$ cat src/dcb_pkg.sv
// constants and types for the dual-core boot and external-select block
package dcb_pkg;
    // software register indices on the plain register port
    localparam logic [3:0] REG_PMC_A = 4'h0;
    localparam logic [3:0] REG_PMC_B = 4'h1;
    localparam logic [3:0] REG_CTRL = 4'h2;
    localparam logic [3:0] REG_STATUS = 4'h3;
    // processor mode config field positions
    localparam int PMC_VPTR_LSB = 7;
    localparam int PMC_IPSEL = 6;
    localparam int PMC_LOVLY = 5;
    localparam int PMC_ADDRESS_VISIBILITY = 4;
    localparam int PMC_HDOVLY = 3;
    localparam int PMC_CLOCK_OUTPUT_DISABLE = 2;
    localparam int PMC_MULTIPLY_SATURATION = 1;
    localparam int PMC_SST = 0;
    // vector pointer after reset places the vector page at FF80h
    localparam logic [8:0] PMC_VPTR_RST = 9'h1FF;
    localparam logic [15:0] RESET_VECTOR = 16'hFF80;
    // address spaces per subsystem
    localparam int PROG_AW = 18;
    localparam int DATA_AW = 16;
    localparam logic [PROG_AW-1:0] PROG_WORDS_M1 = 18'h3FFFF;
    localparam logic [1:0] SPACE_PROG = 2'h0;
    localparam logic [1:0] SPACE_DATA = 2'h1;
    localparam logic [1:0] SPACE_IO = 2'h2;
    // on-chip ram bounds within a 64K page, then the two 18-bit program ram ranges
    localparam logic [15:0] DUAL_ACCESS_RAM_LO = 16'h0060;
    localparam logic [15:0] DUAL_ACCESS_RAM_HI = 16'h3FFF;
    localparam logic [15:0] SINGLE_ACCESS_RAM_LO_HI = 16'h7FFF;
    localparam logic [15:0] UPPER_LO = 16'h8000;
    localparam logic [PROG_AW-1:0] SINGLE_ACCESS_RAM_P1_LO = 18'h18000;
    localparam logic [PROG_AW-1:0] SINGLE_ACCESS_RAM_P1_HI = 18'h1FFFF;
    localparam logic [PROG_AW-1:0] SINGLE_ACCESS_RAM_P2_LO = 18'h2F000;
    localparam logic [PROG_AW-1:0] SINGLE_ACCESS_RAM_P2_HI = 18'h2FFFF;
    // host port release address and settle time
    localparam logic [15:0] HP_RELEASE_ADDR = 16'h002F;
    localparam logic [1:0] HP_SETTLE_CYCLES = 2'h3;
    // per-core boot state
    typedef enum logic [1:0] {
        CORE_HALT,
        CORE_VECTOR,
        CORE_RUN
    } dcb_core_t;
endpackage

$ cat src/dcb_boot_ctrl.sv
// boot, reset, memory-map and shared external interface control for two subsystems
//
// The placing of the registers and the address-and-strobe port are this design's own decisions.
`timescale 1ns/100ps
`default_nettype none
// Function
// each subsystem has 256K program, 64K data, 64K io spaces of 16-bit words
// dual-access ram data-only after reset; low overlay adds program visibility
// single-access ram 4000h-7FFFh data-only; low overlay adds program space
// single-access ram 8000h-FFFFh program-only; high overlay adds data space
// ram at 18000h-1FFFFh and 2F000h-2FFFFh is program-only, never data
// extended program space is four 64K pages on an 18-bit address
// data addresses inside ram bounds internal, others start external access
// 64K io ports per subsystem; io strobe marks io reads and writes
// shared interface goes to subsystem A when owner pin low, B when high
// interface-select high gives external memory, low gives host port
// external memory accesses happen only with interface-select high
// 16-bit mode register: vector pointer 15-7, control bits 6-0
// program-select bit maps x8000-xFFFF of every page external or internal; the code applies it to page 0 only
// reset value of program-select bits follows interface, mux and owner pins
// subsystem reset clears its registers; A also resets pll, bypass clock
// host waits three cycles after host port reset rises before accessing
// cores fetch reset vector at FF80h after release; no boot loader
// host boot only with interface-select low, device held in reset
// resets held low over host port reset rise release together or A first
// resets high at host port reset rise hold cores; write 2Fh releases one
// interface-select and mux mode high connect master bus to slave host port
// select high, mux low runs both cores in lockstep; later writes blocked
// simultaneous boot ties resets high; both fetch vector at host reset rise
// sequential boot: master copies code, passes ownership, releases slave
// owner pin changes only when no external access is in progress
module dcb_boot_ctrl (
    // clock, reset, enable
    input wire logic core_clk,
    input wire logic srst,
    input wire logic clk_en,
    // device pins
    input wire logic ext_owner_select,
    input wire logic ext_iface_select,
    input wire logic host_port_mux_mode,
    input wire logic sub_a_reset_n,
    input wire logic sub_b_reset_n,
    input wire logic host_port_reset_n,
    // host port release write
    input wire logic hp_wr,
    input wire logic [15:0] hp_addr,
    // software register port
    input wire logic [3:0] reg_addr,
    input wire logic [15:0] reg_wdata,
    input wire logic reg_wr,
    input wire logic reg_rd,
    output logic [15:0] reg_rdata,
    // per-subsystem access requests
    input wire logic [1:0] req_valid,
    input wire logic [1:0] req_write,
    input wire logic [3:0] req_space,
    input wire logic [2*dcb_pkg::PROG_AW-1:0] req_addr,
    // per-subsystem decode results
    output logic [1:0] hit_dual_access_ram,
    output logic [1:0] hit_single_access_ram,
    output logic [1:0] ext_wait,
    // shared external interface
    output logic ext_start,
    output logic ext_we,
    output logic ext_prog_strobe,
    output logic ext_data_strobe,
    output logic io_space_strobe,
    output logic [dcb_pkg::PROG_AW-1:0] ext_addr,
    // boot and clock status
    output logic [1:0] core_run,
    output logic [1:0] vec_fetch,
    output logic hp_ready,
    output logic lockstep,
    output logic pll_reset,
    output logic clk_bypass
);
    typedef struct packed {
        logic [1:0][15:0] pmc;
        dcb_pkg::dcb_core_t [1:0] core;
        logic [1:0] hold;
        logic hp_prev;
        logic [1:0] hp_cnt;
        logic hp_ready;
        logic wr_block;
        logic [15:0] rdata;
        logic [1:0] hit_dual_access_ram;
        logic [1:0] hit_single_access_ram;
        logic [1:0] ext_wait;
        logic ext_start;
        logic ext_we;
        logic ext_prog;
        logic ext_data;
        logic ext_io;
        logic [dcb_pkg::PROG_AW-1:0] ext_addr;
        logic [1:0] vec_fetch;
        logic lockstep;
        logic pll_reset;
    } dcb_state_t;

    dcb_state_t st;
    dcb_state_t next_st;
    logic [1:0] rst_n;
    logic [1:0] ipsel_init;
    logic [1:0] want_ext;
    logic [1:0] int_dual_access_ram;
    logic [1:0] int_single_access_ram;
    logic mux_mode;
    logic lock_mode;
    logic hp_rise;
    logic hp_release;
    logic release_target;
    logic owner;

    assign rst_n = {sub_b_reset_n, sub_a_reset_n};
    assign owner = ext_owner_select;
    // both selects high joins master bus to slave host port
    assign mux_mode = ext_iface_select & host_port_mux_mode;
    // select high with mux low means lockstep boot
    assign lock_mode = ext_iface_select & ~host_port_mux_mode;
    assign hp_rise = host_port_reset_n & ~st.hp_prev;

    // program-select reset value from pins
    always_comb
    begin
        if (!ext_iface_select)
            ipsel_init = 2'h0;
        else if (!host_port_mux_mode)
            ipsel_init = 2'h3;
        else
            ipsel_init = owner ? 2'h2 : 2'h1;
    end

    // release write accepted only once the host port has settled
    always_comb
    begin
        hp_release = hp_wr & st.hp_ready & (hp_addr == dcb_pkg::HP_RELEASE_ADDR)
            & (~ext_iface_select | mux_mode);
        // over the joined bus the owner is master, so the other is the slave
        release_target = mux_mode ? ~owner : owner;
    end

    // address decode per subsystem, repeated for both cores
    for (genvar i = 0; i < 2; i++)
    begin : g_dec
        logic [dcb_pkg::PROG_AW-1:0] a;
        logic [15:0] lo;
        logic [1:0] pg;
        logic [1:0] sp;
        logic ovl;
        logic dovl;
        logic ipsel;
        assign a = req_addr[i*dcb_pkg::PROG_AW +: dcb_pkg::PROG_AW];
        // page number from the two top lines of the 18-bit address
        assign lo = a[15:0];
        assign pg = a[17:16];
        assign sp = req_space[2*i +: 2];
        assign ovl = st.pmc[i][dcb_pkg::PMC_LOVLY];
        assign dovl = st.pmc[i][dcb_pkg::PMC_HDOVLY];
        assign ipsel = st.pmc[i][dcb_pkg::PMC_IPSEL];
        always_comb
        begin
            int_dual_access_ram[i] = 1'b0;
            int_single_access_ram[i] = 1'b0;
            if (sp == dcb_pkg::SPACE_DATA)
            begin
                // dual-access ram always in data space
                int_dual_access_ram[i] = (lo >= dcb_pkg::DUAL_ACCESS_RAM_LO) && (lo <= dcb_pkg::DUAL_ACCESS_RAM_HI);
                // low single-access ram data space
                // high single-access ram in data only with high overlay
                int_single_access_ram[i] = ((lo > dcb_pkg::DUAL_ACCESS_RAM_HI) && (lo <= dcb_pkg::SINGLE_ACCESS_RAM_LO_HI))
                    || (dovl && (lo >= dcb_pkg::UPPER_LO));
            end
            else if (sp == dcb_pkg::SPACE_PROG)
            begin
                if (lo < dcb_pkg::UPPER_LO)
                begin
                    // low overlay maps ram into page 0 program space
                    int_dual_access_ram[i] = ovl && (pg == 2'h0) && (lo >= dcb_pkg::DUAL_ACCESS_RAM_LO)
                        && (lo <= dcb_pkg::DUAL_ACCESS_RAM_HI);
                    // low overlay also brings 4000h-7FFFh to program
                    int_single_access_ram[i] = ovl && (pg == 2'h0) && (lo > dcb_pkg::DUAL_ACCESS_RAM_HI);
                end
                else
                begin
                    // program-select low keeps page 0 x8000-xFFFF internal
                    // the upper page 1 and 2F000h block are always program ram
                    int_single_access_ram[i] = (!ipsel && (pg == 2'h0))
                        || ((a >= dcb_pkg::SINGLE_ACCESS_RAM_P1_LO) && (a <= dcb_pkg::SINGLE_ACCESS_RAM_P1_HI))
                        || ((a >= dcb_pkg::SINGLE_ACCESS_RAM_P2_LO) && (a <= dcb_pkg::SINGLE_ACCESS_RAM_P2_HI));
                end
            end
            // from a running core, any program, data or io request not served on chip goes out, io always does
            want_ext[i] = req_valid[i] && !int_dual_access_ram[i] && !int_single_access_ram[i]
                && (sp != 2'h3) && (st.core[i] == dcb_pkg::CORE_RUN);
        end
    end

    // next state of the whole block
    always_comb
    begin
        logic [1:0] grant;
        logic sel;
        grant = 2'h0;
        sel = 1'b0;
        next_st = st;
        next_st.hp_prev = host_port_reset_n;
        next_st.vec_fetch = 2'h0;
        next_st.ext_start = 1'b0;
        next_st.ext_we = 1'b0;
        next_st.ext_prog = 1'b0;
        next_st.ext_data = 1'b0;
        next_st.ext_io = 1'b0;
        next_st.rdata = 16'h0000;
        next_st.lockstep = lock_mode;
        // pll held in reset and clock in bypass while A reset is low
        next_st.pll_reset = ~sub_a_reset_n;

        // host port usable four cycles after its reset rises (three counted, then ready)
        if (!host_port_reset_n)
        begin
            next_st.hp_cnt = 2'h0;
            next_st.hp_ready = 1'b0;
        end
        else if (st.hp_cnt != dcb_pkg::HP_SETTLE_CYCLES)
            next_st.hp_cnt = st.hp_cnt + 2'h1;
        else
            next_st.hp_ready = 1'b1;

        for (int i = 0; i < 2; i++)
        begin
            // resets high at host port reset rise keeps the cores halted
            // in lockstep boot no hold, both fetch the vector together
            if (hp_rise && (&rst_n) && !lock_mode)
                next_st.hold[i] = 1'b1;
            else if (hp_release && (release_target == i[0]))
                next_st.hold[i] = 1'b0;
            else if (!rst_n[i])
                next_st.hold[i] = 1'b0;
            unique case (st.core[i])
                dcb_pkg::CORE_HALT:
                begin
                    // a core stays halted while the host holds it in reset
                    // each core leaves on its own reset release
                    if (rst_n[i] && host_port_reset_n && !next_st.hold[i] && !st.hold[i])
                        next_st.core[i] = dcb_pkg::CORE_VECTOR;
                end
                dcb_pkg::CORE_VECTOR:
                begin
                    // one vector fetch at FF80h then run
                    next_st.vec_fetch[i] = 1'b1;
                    next_st.core[i] = dcb_pkg::CORE_RUN;
                end
                dcb_pkg::CORE_RUN:
                begin
                end
            endcase
            // a low subsystem reset clears its state
            // the slave may sit here while the master boots
            if (!rst_n[i] || !host_port_reset_n)
                next_st.core[i] = dcb_pkg::CORE_HALT;
            if (!rst_n[i])
            begin
                next_st.pmc[i] = {dcb_pkg::PMC_VPTR_RST, 7'h00};
                next_st.pmc[i][dcb_pkg::PMC_IPSEL] = ipsel_init[i];
            end
        end

        // full 16-bit read/write mode registers
        if (reg_wr)
        begin
            if (reg_addr == dcb_pkg::REG_PMC_A)
                next_st.pmc[0] = reg_wdata;
            else if (reg_addr == dcb_pkg::REG_PMC_B)
                next_st.pmc[1] = reg_wdata;
            else if (reg_addr == dcb_pkg::REG_CTRL)
                next_st.wr_block = reg_wdata[0];
        end
        if (reg_rd)
        begin
            unique case (reg_addr)
                dcb_pkg::REG_PMC_A: next_st.rdata = st.pmc[0];
                dcb_pkg::REG_PMC_B: next_st.rdata = st.pmc[1];
                dcb_pkg::REG_CTRL: next_st.rdata = {15'h0000, st.wr_block};
                dcb_pkg::REG_STATUS: next_st.rdata = {6'h00, st.hold, st.hp_ready,
                    st.lockstep, owner, ext_iface_select,
                    st.core[1] == dcb_pkg::CORE_RUN, st.core[0] == dcb_pkg::CORE_RUN,
                    st.vec_fetch};
                default: next_st.rdata = 16'h0000;
            endcase
        end

        // owner pin grants the shared interface
        // owner pin is taken as steady across a bus cycle
        grant[owner] = 1'b1;
        sel = owner;
        // internal ram hits per space reported per core
        next_st.hit_dual_access_ram = int_dual_access_ram & req_valid;
        next_st.hit_single_access_ram = int_single_access_ram & req_valid;
        // host port mode leaves no external memory cycles
        // external cycles only with interface-select high
        next_st.ext_wait = want_ext & ~(grant & {2{ext_iface_select}});
        if (want_ext[sel] && ext_iface_select)
        begin
            next_st.ext_start = 1'b1;
            // writes blocked in lockstep once code has been moved
            next_st.ext_we = req_write[sel] && !(lock_mode && st.wr_block);
            next_st.ext_addr = req_addr[sel*dcb_pkg::PROG_AW +: dcb_pkg::PROG_AW]
                & dcb_pkg::PROG_WORDS_M1;
            next_st.ext_prog = req_space[2*sel +: 2] == dcb_pkg::SPACE_PROG;
            next_st.ext_data = req_space[2*sel +: 2] == dcb_pkg::SPACE_DATA;
            // io strobe marks io space cycles, all 18 request address lines passed on
            next_st.ext_io = req_space[2*sel +: 2] == dcb_pkg::SPACE_IO;
        end
    end

    // state register with freeze on clock enable
    always_ff @(posedge core_clk)
    begin
        if (srst)
        begin
            st <= '0;
            st.pmc[0] <= {dcb_pkg::PMC_VPTR_RST, 7'h00};
            st.pmc[1] <= {dcb_pkg::PMC_VPTR_RST, 7'h00};
            // pins sampled during device reset
            st.pmc[0][dcb_pkg::PMC_IPSEL] <= ipsel_init[0];
            st.pmc[1][dcb_pkg::PMC_IPSEL] <= ipsel_init[1];
            // idle level of the host reset pin, so leaving srst is not taken as a rise
            st.hp_prev <= 1'b1;
            st.pll_reset <= 1'b1;
        end
        else if (clk_en)
        begin
            st <= next_st;
        end
    end

    // outputs straight from the state register
    assign reg_rdata = st.rdata;
    assign hit_dual_access_ram = st.hit_dual_access_ram;
    assign hit_single_access_ram = st.hit_single_access_ram;
    assign ext_wait = st.ext_wait;
    assign ext_start = st.ext_start;
    assign ext_we = st.ext_we;
    assign ext_prog_strobe = st.ext_prog;
    assign ext_data_strobe = st.ext_data;
    assign io_space_strobe = st.ext_io;
    assign ext_addr = st.ext_addr;
    assign core_run = {st.core[1] == dcb_pkg::CORE_RUN, st.core[0] == dcb_pkg::CORE_RUN};
    assign vec_fetch = st.vec_fetch;
    assign hp_ready = st.hp_ready;
    assign lockstep = st.lockstep;
    assign pll_reset = st.pll_reset;
    assign clk_bypass = st.pll_reset;
endmodule
`default_nettype wire

$ cat config.mk
export PLATFORM = sky130hd
export DESIGN_NAME = dcb_boot_ctrl
export DESIGN_NICKNAME = d
export VERILOG_FILES = /design/src/dcb_pkg.sv /design/src/dcb_boot_ctrl.sv
export SDC_FILE = /design/constraint.sdc
export NUM_CORES = 1
export LEC_CHECK = 0
export ABC_AREA = 1
export BUFFER_PORTS_ARGS = -buffer_cell sky130_fd_sc_hd__buf_4
export CAP_MARGIN = 5
export CELL_PAD_IN_SITES_DETAIL_PLACEMENT = 0
export CELL_PAD_IN_SITES_GLOBAL_PLACEMENT = 2
export CORE_ASPECT_RATIO = 0.9
export CORE_UTILIZATION = 27
export CTS_CLUSTER_SIZE = 24
export DETAILED_ROUTE_END_ITERATION = 8
export PLACE_DENSITY_LB_ADDON = 0.15
export SYNTH_ARGS = -nofsm -noshare
export SYNTH_HDL_FRONTEND = slang
export SYNTH_SLANG_ARGS = --single-unit
$ cat constraint.sdc
create_clock -name core_clk -period 2.3 [get_ports core_clk]
set_input_delay 0.46 -clock core_clk [delete_from_list [all_inputs] [get_ports core_clk]]
set_output_delay 0.46 -clock core_clk [all_outputs]
set_load 0.01 [all_outputs]
== Yosys cells after proc, flatten, opt, wreduce, memory -nomap -nowiden ==
Cells that the tools add are included.

* Flip-flop bits (word level): 92
* Output and inout port bits: 53
* Bits of input ports: 92
* Word-level logic and storage cells: 226

* Muxes and demuxes: 54
* Bitwise gates (word level): 20
* Shift operators: 2
* $lt $le $gt $ge: 22
* Equal/unequal tests: 19
* Reduce and logical (&&, ||, !) cells: 83
* Add/sub/neg operators: 1
* Multipliers: 1

{| class="wikitable"
|+ Operators with widths
! operator !! count
|-
| $mux W83 || 2
|-
| $mux W16 || 6
|-
| $pmux W16 S4 || 1
|-
| $logic_and A1 B1 Y1 || 42
|-
| $ge A18 B17 Y1 const B || 2
|-
| $ge A18 B18 Y1 const B || 2
|-
| $le A18 B17 Y1 const B || 2
|-
| $le A18 B18 Y1 const B || 2
|-
| $shiftx A36 B7 Y18 || 1
|-
| $ge A16 B16 Y1 const B || 2
|-
| $ge A16 B7 Y1 const B || 2
|-
| $gt A16 B14 Y1 const B || 2
|-
| $le A16 B14 Y1 const B || 2
|-
| $le A16 B15 Y1 const B || 2
|-
| $lt A16 B16 Y1 const B || 2
|-
| $mux W32 || 1
|-
| $mux W1 || 31
|-
| $mux W23 || 1
|-
| $eq A16 B6 Y1 const B || 1
|-
| $mux W2 || 8
|-
| $logic_not A1 Y1 || 15
|-
| $logic_not A2 Y1 || 7
|-
| $eq A2 B1 Y1 const B || 5
|-
| $and A2 B2 Y2 || 4
|-
| other kinds (25) || 57
|}

== Logic depth before layout (Yosys ltp) ==
* Depth after elaboration: 18
* Mapped depth: 14
* Depth with buffers taken out: 13

== Worst setup path before layout ==
Ideal clock, no wire load.

* Path type: in2reg
* Start: input port reg_addr[3]
* End: register st (netlist bit g_dec[0].ipsel) (data pin)
* Setup time: 0.268 ns
* Path slack: 0.551 ns
* Buffers on the path: 1
* Stages: 9
* Arrival time: 1.481 ns
* Data required time: 2.032 ns
* Cells stage by stage: nor2_4 > inv_2 > nor3_4 > inv_2 > nor2_4 > inv_2 > buf_2 > o21ai_1 > o22ai_1

* Word-level cells in the longest chain between the ends: 5

{| class="wikitable"
|+ Ends and longest elaborated chain
! element !! line !! RTL
|-
| start, declared || dcb_boot_ctrl.sv:48 || <nowiki>input wire logic [3:0] reg_addr,</nowiki>
|-
| $logic_not A4 Y1 || dcb_boot_ctrl.sv:271 || <nowiki>if (reg_addr == dcb_pkg::REG_PMC_A)</nowiki>
|-
| $mux W16 || dcb_boot_ctrl.sv:271 ||
|-
| $mux W32 || dcb_boot_ctrl.sv:269 || <nowiki>if (reg_wr)</nowiki>
|-
| $mux W83 || dcb_boot_ctrl.sv:331 || <nowiki>else if (clk_en)</nowiki>
|-
| $mux W83 || dcb_boot_ctrl.sv:319 || <nowiki>if (srst)</nowiki>
|-
| end signal, assigned || dcb_boot_ctrl.sv:333 || <nowiki>st <= next_st;</nowiki>
|-
| end, declared || dcb_boot_ctrl.sv:100 || <nowiki>dcb_state_t st;</nowiki>
|}

No other way between the ends. The select of a mux whose other input is x is not followed.
A chain may end at the register's enable or synchronous reset.

== Final worst setup path ==
* Start: register st (netlist bit g_dec[1].ipsel)
* End: register st (netlist bit ext_addr[3])

* Word-level cells in the longest chain between the ends: 15

{| class="wikitable"
|+ Ends and longest elaborated chain
! element !! line !! RTL
|-
| $logic_not A1 Y1 || dcb_boot_ctrl.sv:187 || <nowiki>int_single_access_ram[i] = (!ipsel && (pg == 2'h0))</nowiki>
|-
| $logic_and A1 B1 Y1 || dcb_boot_ctrl.sv:187 ||
|-
| $logic_or A1 B1 Y1 || dcb_boot_ctrl.sv:188 || <nowiki>|| ((a >= dcb_pkg::SINGLE_ACCESS_RAM_P1_LO) && (a <= dcb_pkg::SINGLE_ACCESS_RAM_P1_HI))</nowiki>
|-
| $logic_or A1 B1 Y1 || dcb_boot_ctrl.sv:189 || <nowiki>|| ((a >= dcb_pkg::SINGLE_ACCESS_RAM_P2_LO) && (a <= dcb_pkg::SINGLE_ACCESS_RAM_P2_HI));</nowiki>
|-
| $mux W1 || dcb_boot_ctrl.sv:175 || <nowiki>if (lo < dcb_pkg::UPPER_LO)</nowiki>
|-
| $mux W1 || dcb_boot_ctrl.sv:173 || <nowiki>else if (sp == dcb_pkg::SPACE_PROG)</nowiki>
|-
| $mux W1 || dcb_boot_ctrl.sv:164 || <nowiki>if (sp == dcb_pkg::SPACE_DATA)</nowiki>
|-
| $logic_not A1 Y1 || dcb_boot_ctrl.sv:193 || <nowiki>want_ext[i] = req_valid[i] && !int_dual_access_ram[i] && !int_single_access_ram[i]</nowiki>
|-
| $logic_and A1 B1 Y1 || dcb_boot_ctrl.sv:193 ||
|-
| $logic_and A1 B1 Y1 (2 in series) || dcb_boot_ctrl.sv:194 || <nowiki>&& (sp != 2'h3) && (st.core[i] == dcb_pkg::CORE_RUN);</nowiki>
|-
| $mux W1 (not written as such) (2 in series) || dcb_boot_ctrl.sv:302 || <nowiki>if (want_ext[sel] && ext_iface_select)</nowiki>
|-
| $logic_and A1 B1 Y1 || dcb_boot_ctrl.sv:302 ||
|-
| $reduce_and A2 Y1 (no source line) || -- ||
|}

No other way between the ends. The select of a mux whose other input is x is not followed.

==> qor.yml <==
status: "completed"
root_buffer: "clkbuf_16"
worst_path_most_repeated_cell: "nand2_1"
syn_nets: 767
hold_path_class: "input port to register"
ys_ff_latch: 92
finalHoldViolations: 0
finalClockSkew_ns: 0.00864
crit_chain: "a21oi_1, nand2_1, nand2_1, nand2_1, nand3_1, nand2_1, nand2_2, buf_4, nand2_1, nand2_1, nor2_1"
worstReg2RegStart: "g_dec[1].ipsel$_DFFE_PP_"
grt_max_degree: 39
clock_latency_ns: 0.35
ioPinCount: 145
fillCellCount: 1856
worstHoldStart: "sub_a_reset_n"
setup_tns_ns: 0
drt-total-wl_mm: 15.3
fin_crit_ns: 1.78
cts_buffers: 9
synth.distinct_cells: 39
synth.most_common_cell: "nand2_1"
cts-resized-gates: 0
viasPerCell: 4.66
pre_cts_ws_ns: 0.258
end_kind: "register"
clkSinkCount: 92
routabilityCongestion: 0.765
die-area_mm2: 0.0178
drc: 0
cp-startpoint: "g_dec[1].ipsel$_DFFE_PP_"
drv_cap: 0
yosysTopAreaCell: "dfxtp_1"
via_count: 4616
drt-initial-drc-count: 266
yosysTopAreaCellShare: 0.386
dpl_cell_area_mm2: 0.00571
cts_buffer_depth: 2
cp_slowest_stage_delay_ns: 0.49
placeableCoreArea_mm2: 0.0169
dp_hpwl_mm: 11.7
ir_drop_mv: 0.397
min_period_over_period: 0.775
avgSynthCellArea_um2: 6.93
cts-htree-levels: 3
synth-warning-count: 0
syn_to_final_growth_pct: 29.1
final_cell_area_mm2: 0.00603
p_leak_nw: 2.81
crit_required_ns: 2.54
antenna_found_initial: 0
crit_arrival_ns: 2.03
post_drt_wl_per_cell_um: 15.4
p_per_area_mw_per_mm2: 615
drtPass1Iterations: 5
synth_area_leaders: "dfxtp_1 (39%), nand2_1 (15%), buf_4 (6.9%)"
synth_flop_cell: "dfxtp_1"
cts_tree: "yes"
cts_setup_buffers: 0
multiInputGateArea_mm2: 0.00213
grt_pass1_wl_mm: 24.2
yosysSeqAreaShare: 0.398
synthArstFlopShare: 0
final-setup-viol-count: 0
setup.worst_path.class: "register to register"
synth_cells: 674
seq_area_mm2: 0.00186
grt_use_total: 0.178
crit_fanout: 36
synth_common_cells: "nand2_1 (185), dfxtp_1 (90), nor2_1 (80)"
cts-hold-fix-buffers: 0
syn_area_mm2: 0.00467
rows: 45
rsz0062_at_grt: "false"
io_buffers: 144
slew-limit-headroom: 0.701
diodes: 0
drive_above_1_share: 0.258
overflow: 0
fp.dieW_um: 141
drtAntennaViolNets: 0
final.setup.worst_slack_ns: 0.517
tightestPinTransition_ns: 0.444
slew_violations: 0
fmax_ghz: 0.561
critical_path.slowest_cell: "edfxtp_1"
chipHeight_um: 127
cp-start-kind: "register"
grt_pass1_vias: 4469
initial_core_util: 0.277
clk_pin_slew_ns: 0.07
synth-edff-count: 2
final_nets: 868
## critical path: cells and delay by family (launching register included)
kind / cells / cell delay [ns]
buffers and inverters: 1 / 0.33
DFF: 1 / 0.49
and+or+nand+nor: 9 / 0.67
AOI/OAI and AO/OA: 1 / 0.18
## power breakdown
part / switching, mW / leakage [nW] / internal (mW) / total, mW
Sequential: 0.0182 / 0.749 / 1.62 / 1.64
Combinational: 0.241 / 1.90 / 0.190 / 0.430
Clock: 0.673 / 0.159 / 0.967 / 1.64
Total: 0.932 / 2.81 / 2.78 / 3.71
## layout make-up
class,count,area share
clock buffers,10,0.0380
clock inverters,6,0.0162
inverters,69,0.0429
multi-input cells,444,0.353
flip-flops and latches,92,0.309
well taps,211,0.0438
repair buffers,159,0.198
## routing by layer
layer | vias to the layer above | part of all wire | track usage
li1 | 2352 | - | -
met1 | 2126 | 0.49 | 0.244
met2 | 127 | 0.45 | 0.281
met3 | 11 | 0.051 | 0.0427
met4 | 0 | 0.0083 | 0.0396
met5 | - | 0 | 0
## layout by cell type (no fill, tap or decap), types with 3 or more instances in the layout
cell type / Yosys / routed
nand3_1: 31 / 31
nor2_1: 80 / 80
o21ai_1: 11 / 11
dfxtp_1: 90 / 90
or2_1: 7 / 7
nand2_1: 185 / 185
a22oi_1: 6 / 6
a221oi_1: 5 / 5
a21oi_1: 24 / 24
clkinv_4: 0 / 3
o22ai_1: 22 / 22
nor3_1: 5 / 5
or2_2: 3 / 3
nor4_1: 3 / 3
buf_4: 43 / 159
clkbuf_16: 0 / 9
nand4_1: 4 / 4
inv_1: 55 / 55
o21bai_1: 3 / 3
a32o_1: 5 / 5
nor2_2: 4 / 4
o21ai_0: 20 / 20
inv_2: 14 / 14
a22o_1: 9 / 9
## final timing paths
check / endpoint / slack, ns / depth (start not counted)
max: ext_addr[3]$_SDFFE_PP0P_ / 0.52 / 11
min: clk_bypass$_SDFFE_PP1P_ / 0.38 / 2
max reg2reg: ext_addr[3]$_SDFFE_PP0P_ / 0.52 / 11
min reg2reg: ext_wait[1]$_SDFFE_PP0P_ / 0.46 / 2
## stage by stage
stage                     hold WS [ns]  utilization  power [mW]  std cells
after floorplan                  0.428            -        1.87        674
after global placement           0.444        0.338        2.11        975
after detailed placement         0.448        0.338        2.11        975
after CTS                        0.374        0.357        3.76        991
after global routing             0.386        0.357        3.89        991
final                            0.384        0.357        3.71        991
## flip-flops by register name, summed over array words and instances, names as in the netlist
signal / count
ext_start: 1
lockstep: 1
g_dec.dovl: 2
vec_fetch: 2
ext_we: 1
ext_wait: 2
io_space_strobe: 1
st: 36
hit_dual_access_ram: 2
reg_rdata: 16
g_dec.ipsel: 2
hit_single_access_ram: 2
ext_data_strobe: 1
ext_addr: 18
ext_prog_strobe: 1
hp_ready: 1
clk_bypass: 1
g_dec.ovl: 2
## cells by family after synthesis
logic type | share of synthesized area
and+or+nand+nor | 0.290
buffers and inverters | 0.146
AOI/OAI and AO/OA | 0.162
DFF | 0.398
adders and majority gates | 0.00268
(Power assumes the default switching activity.)
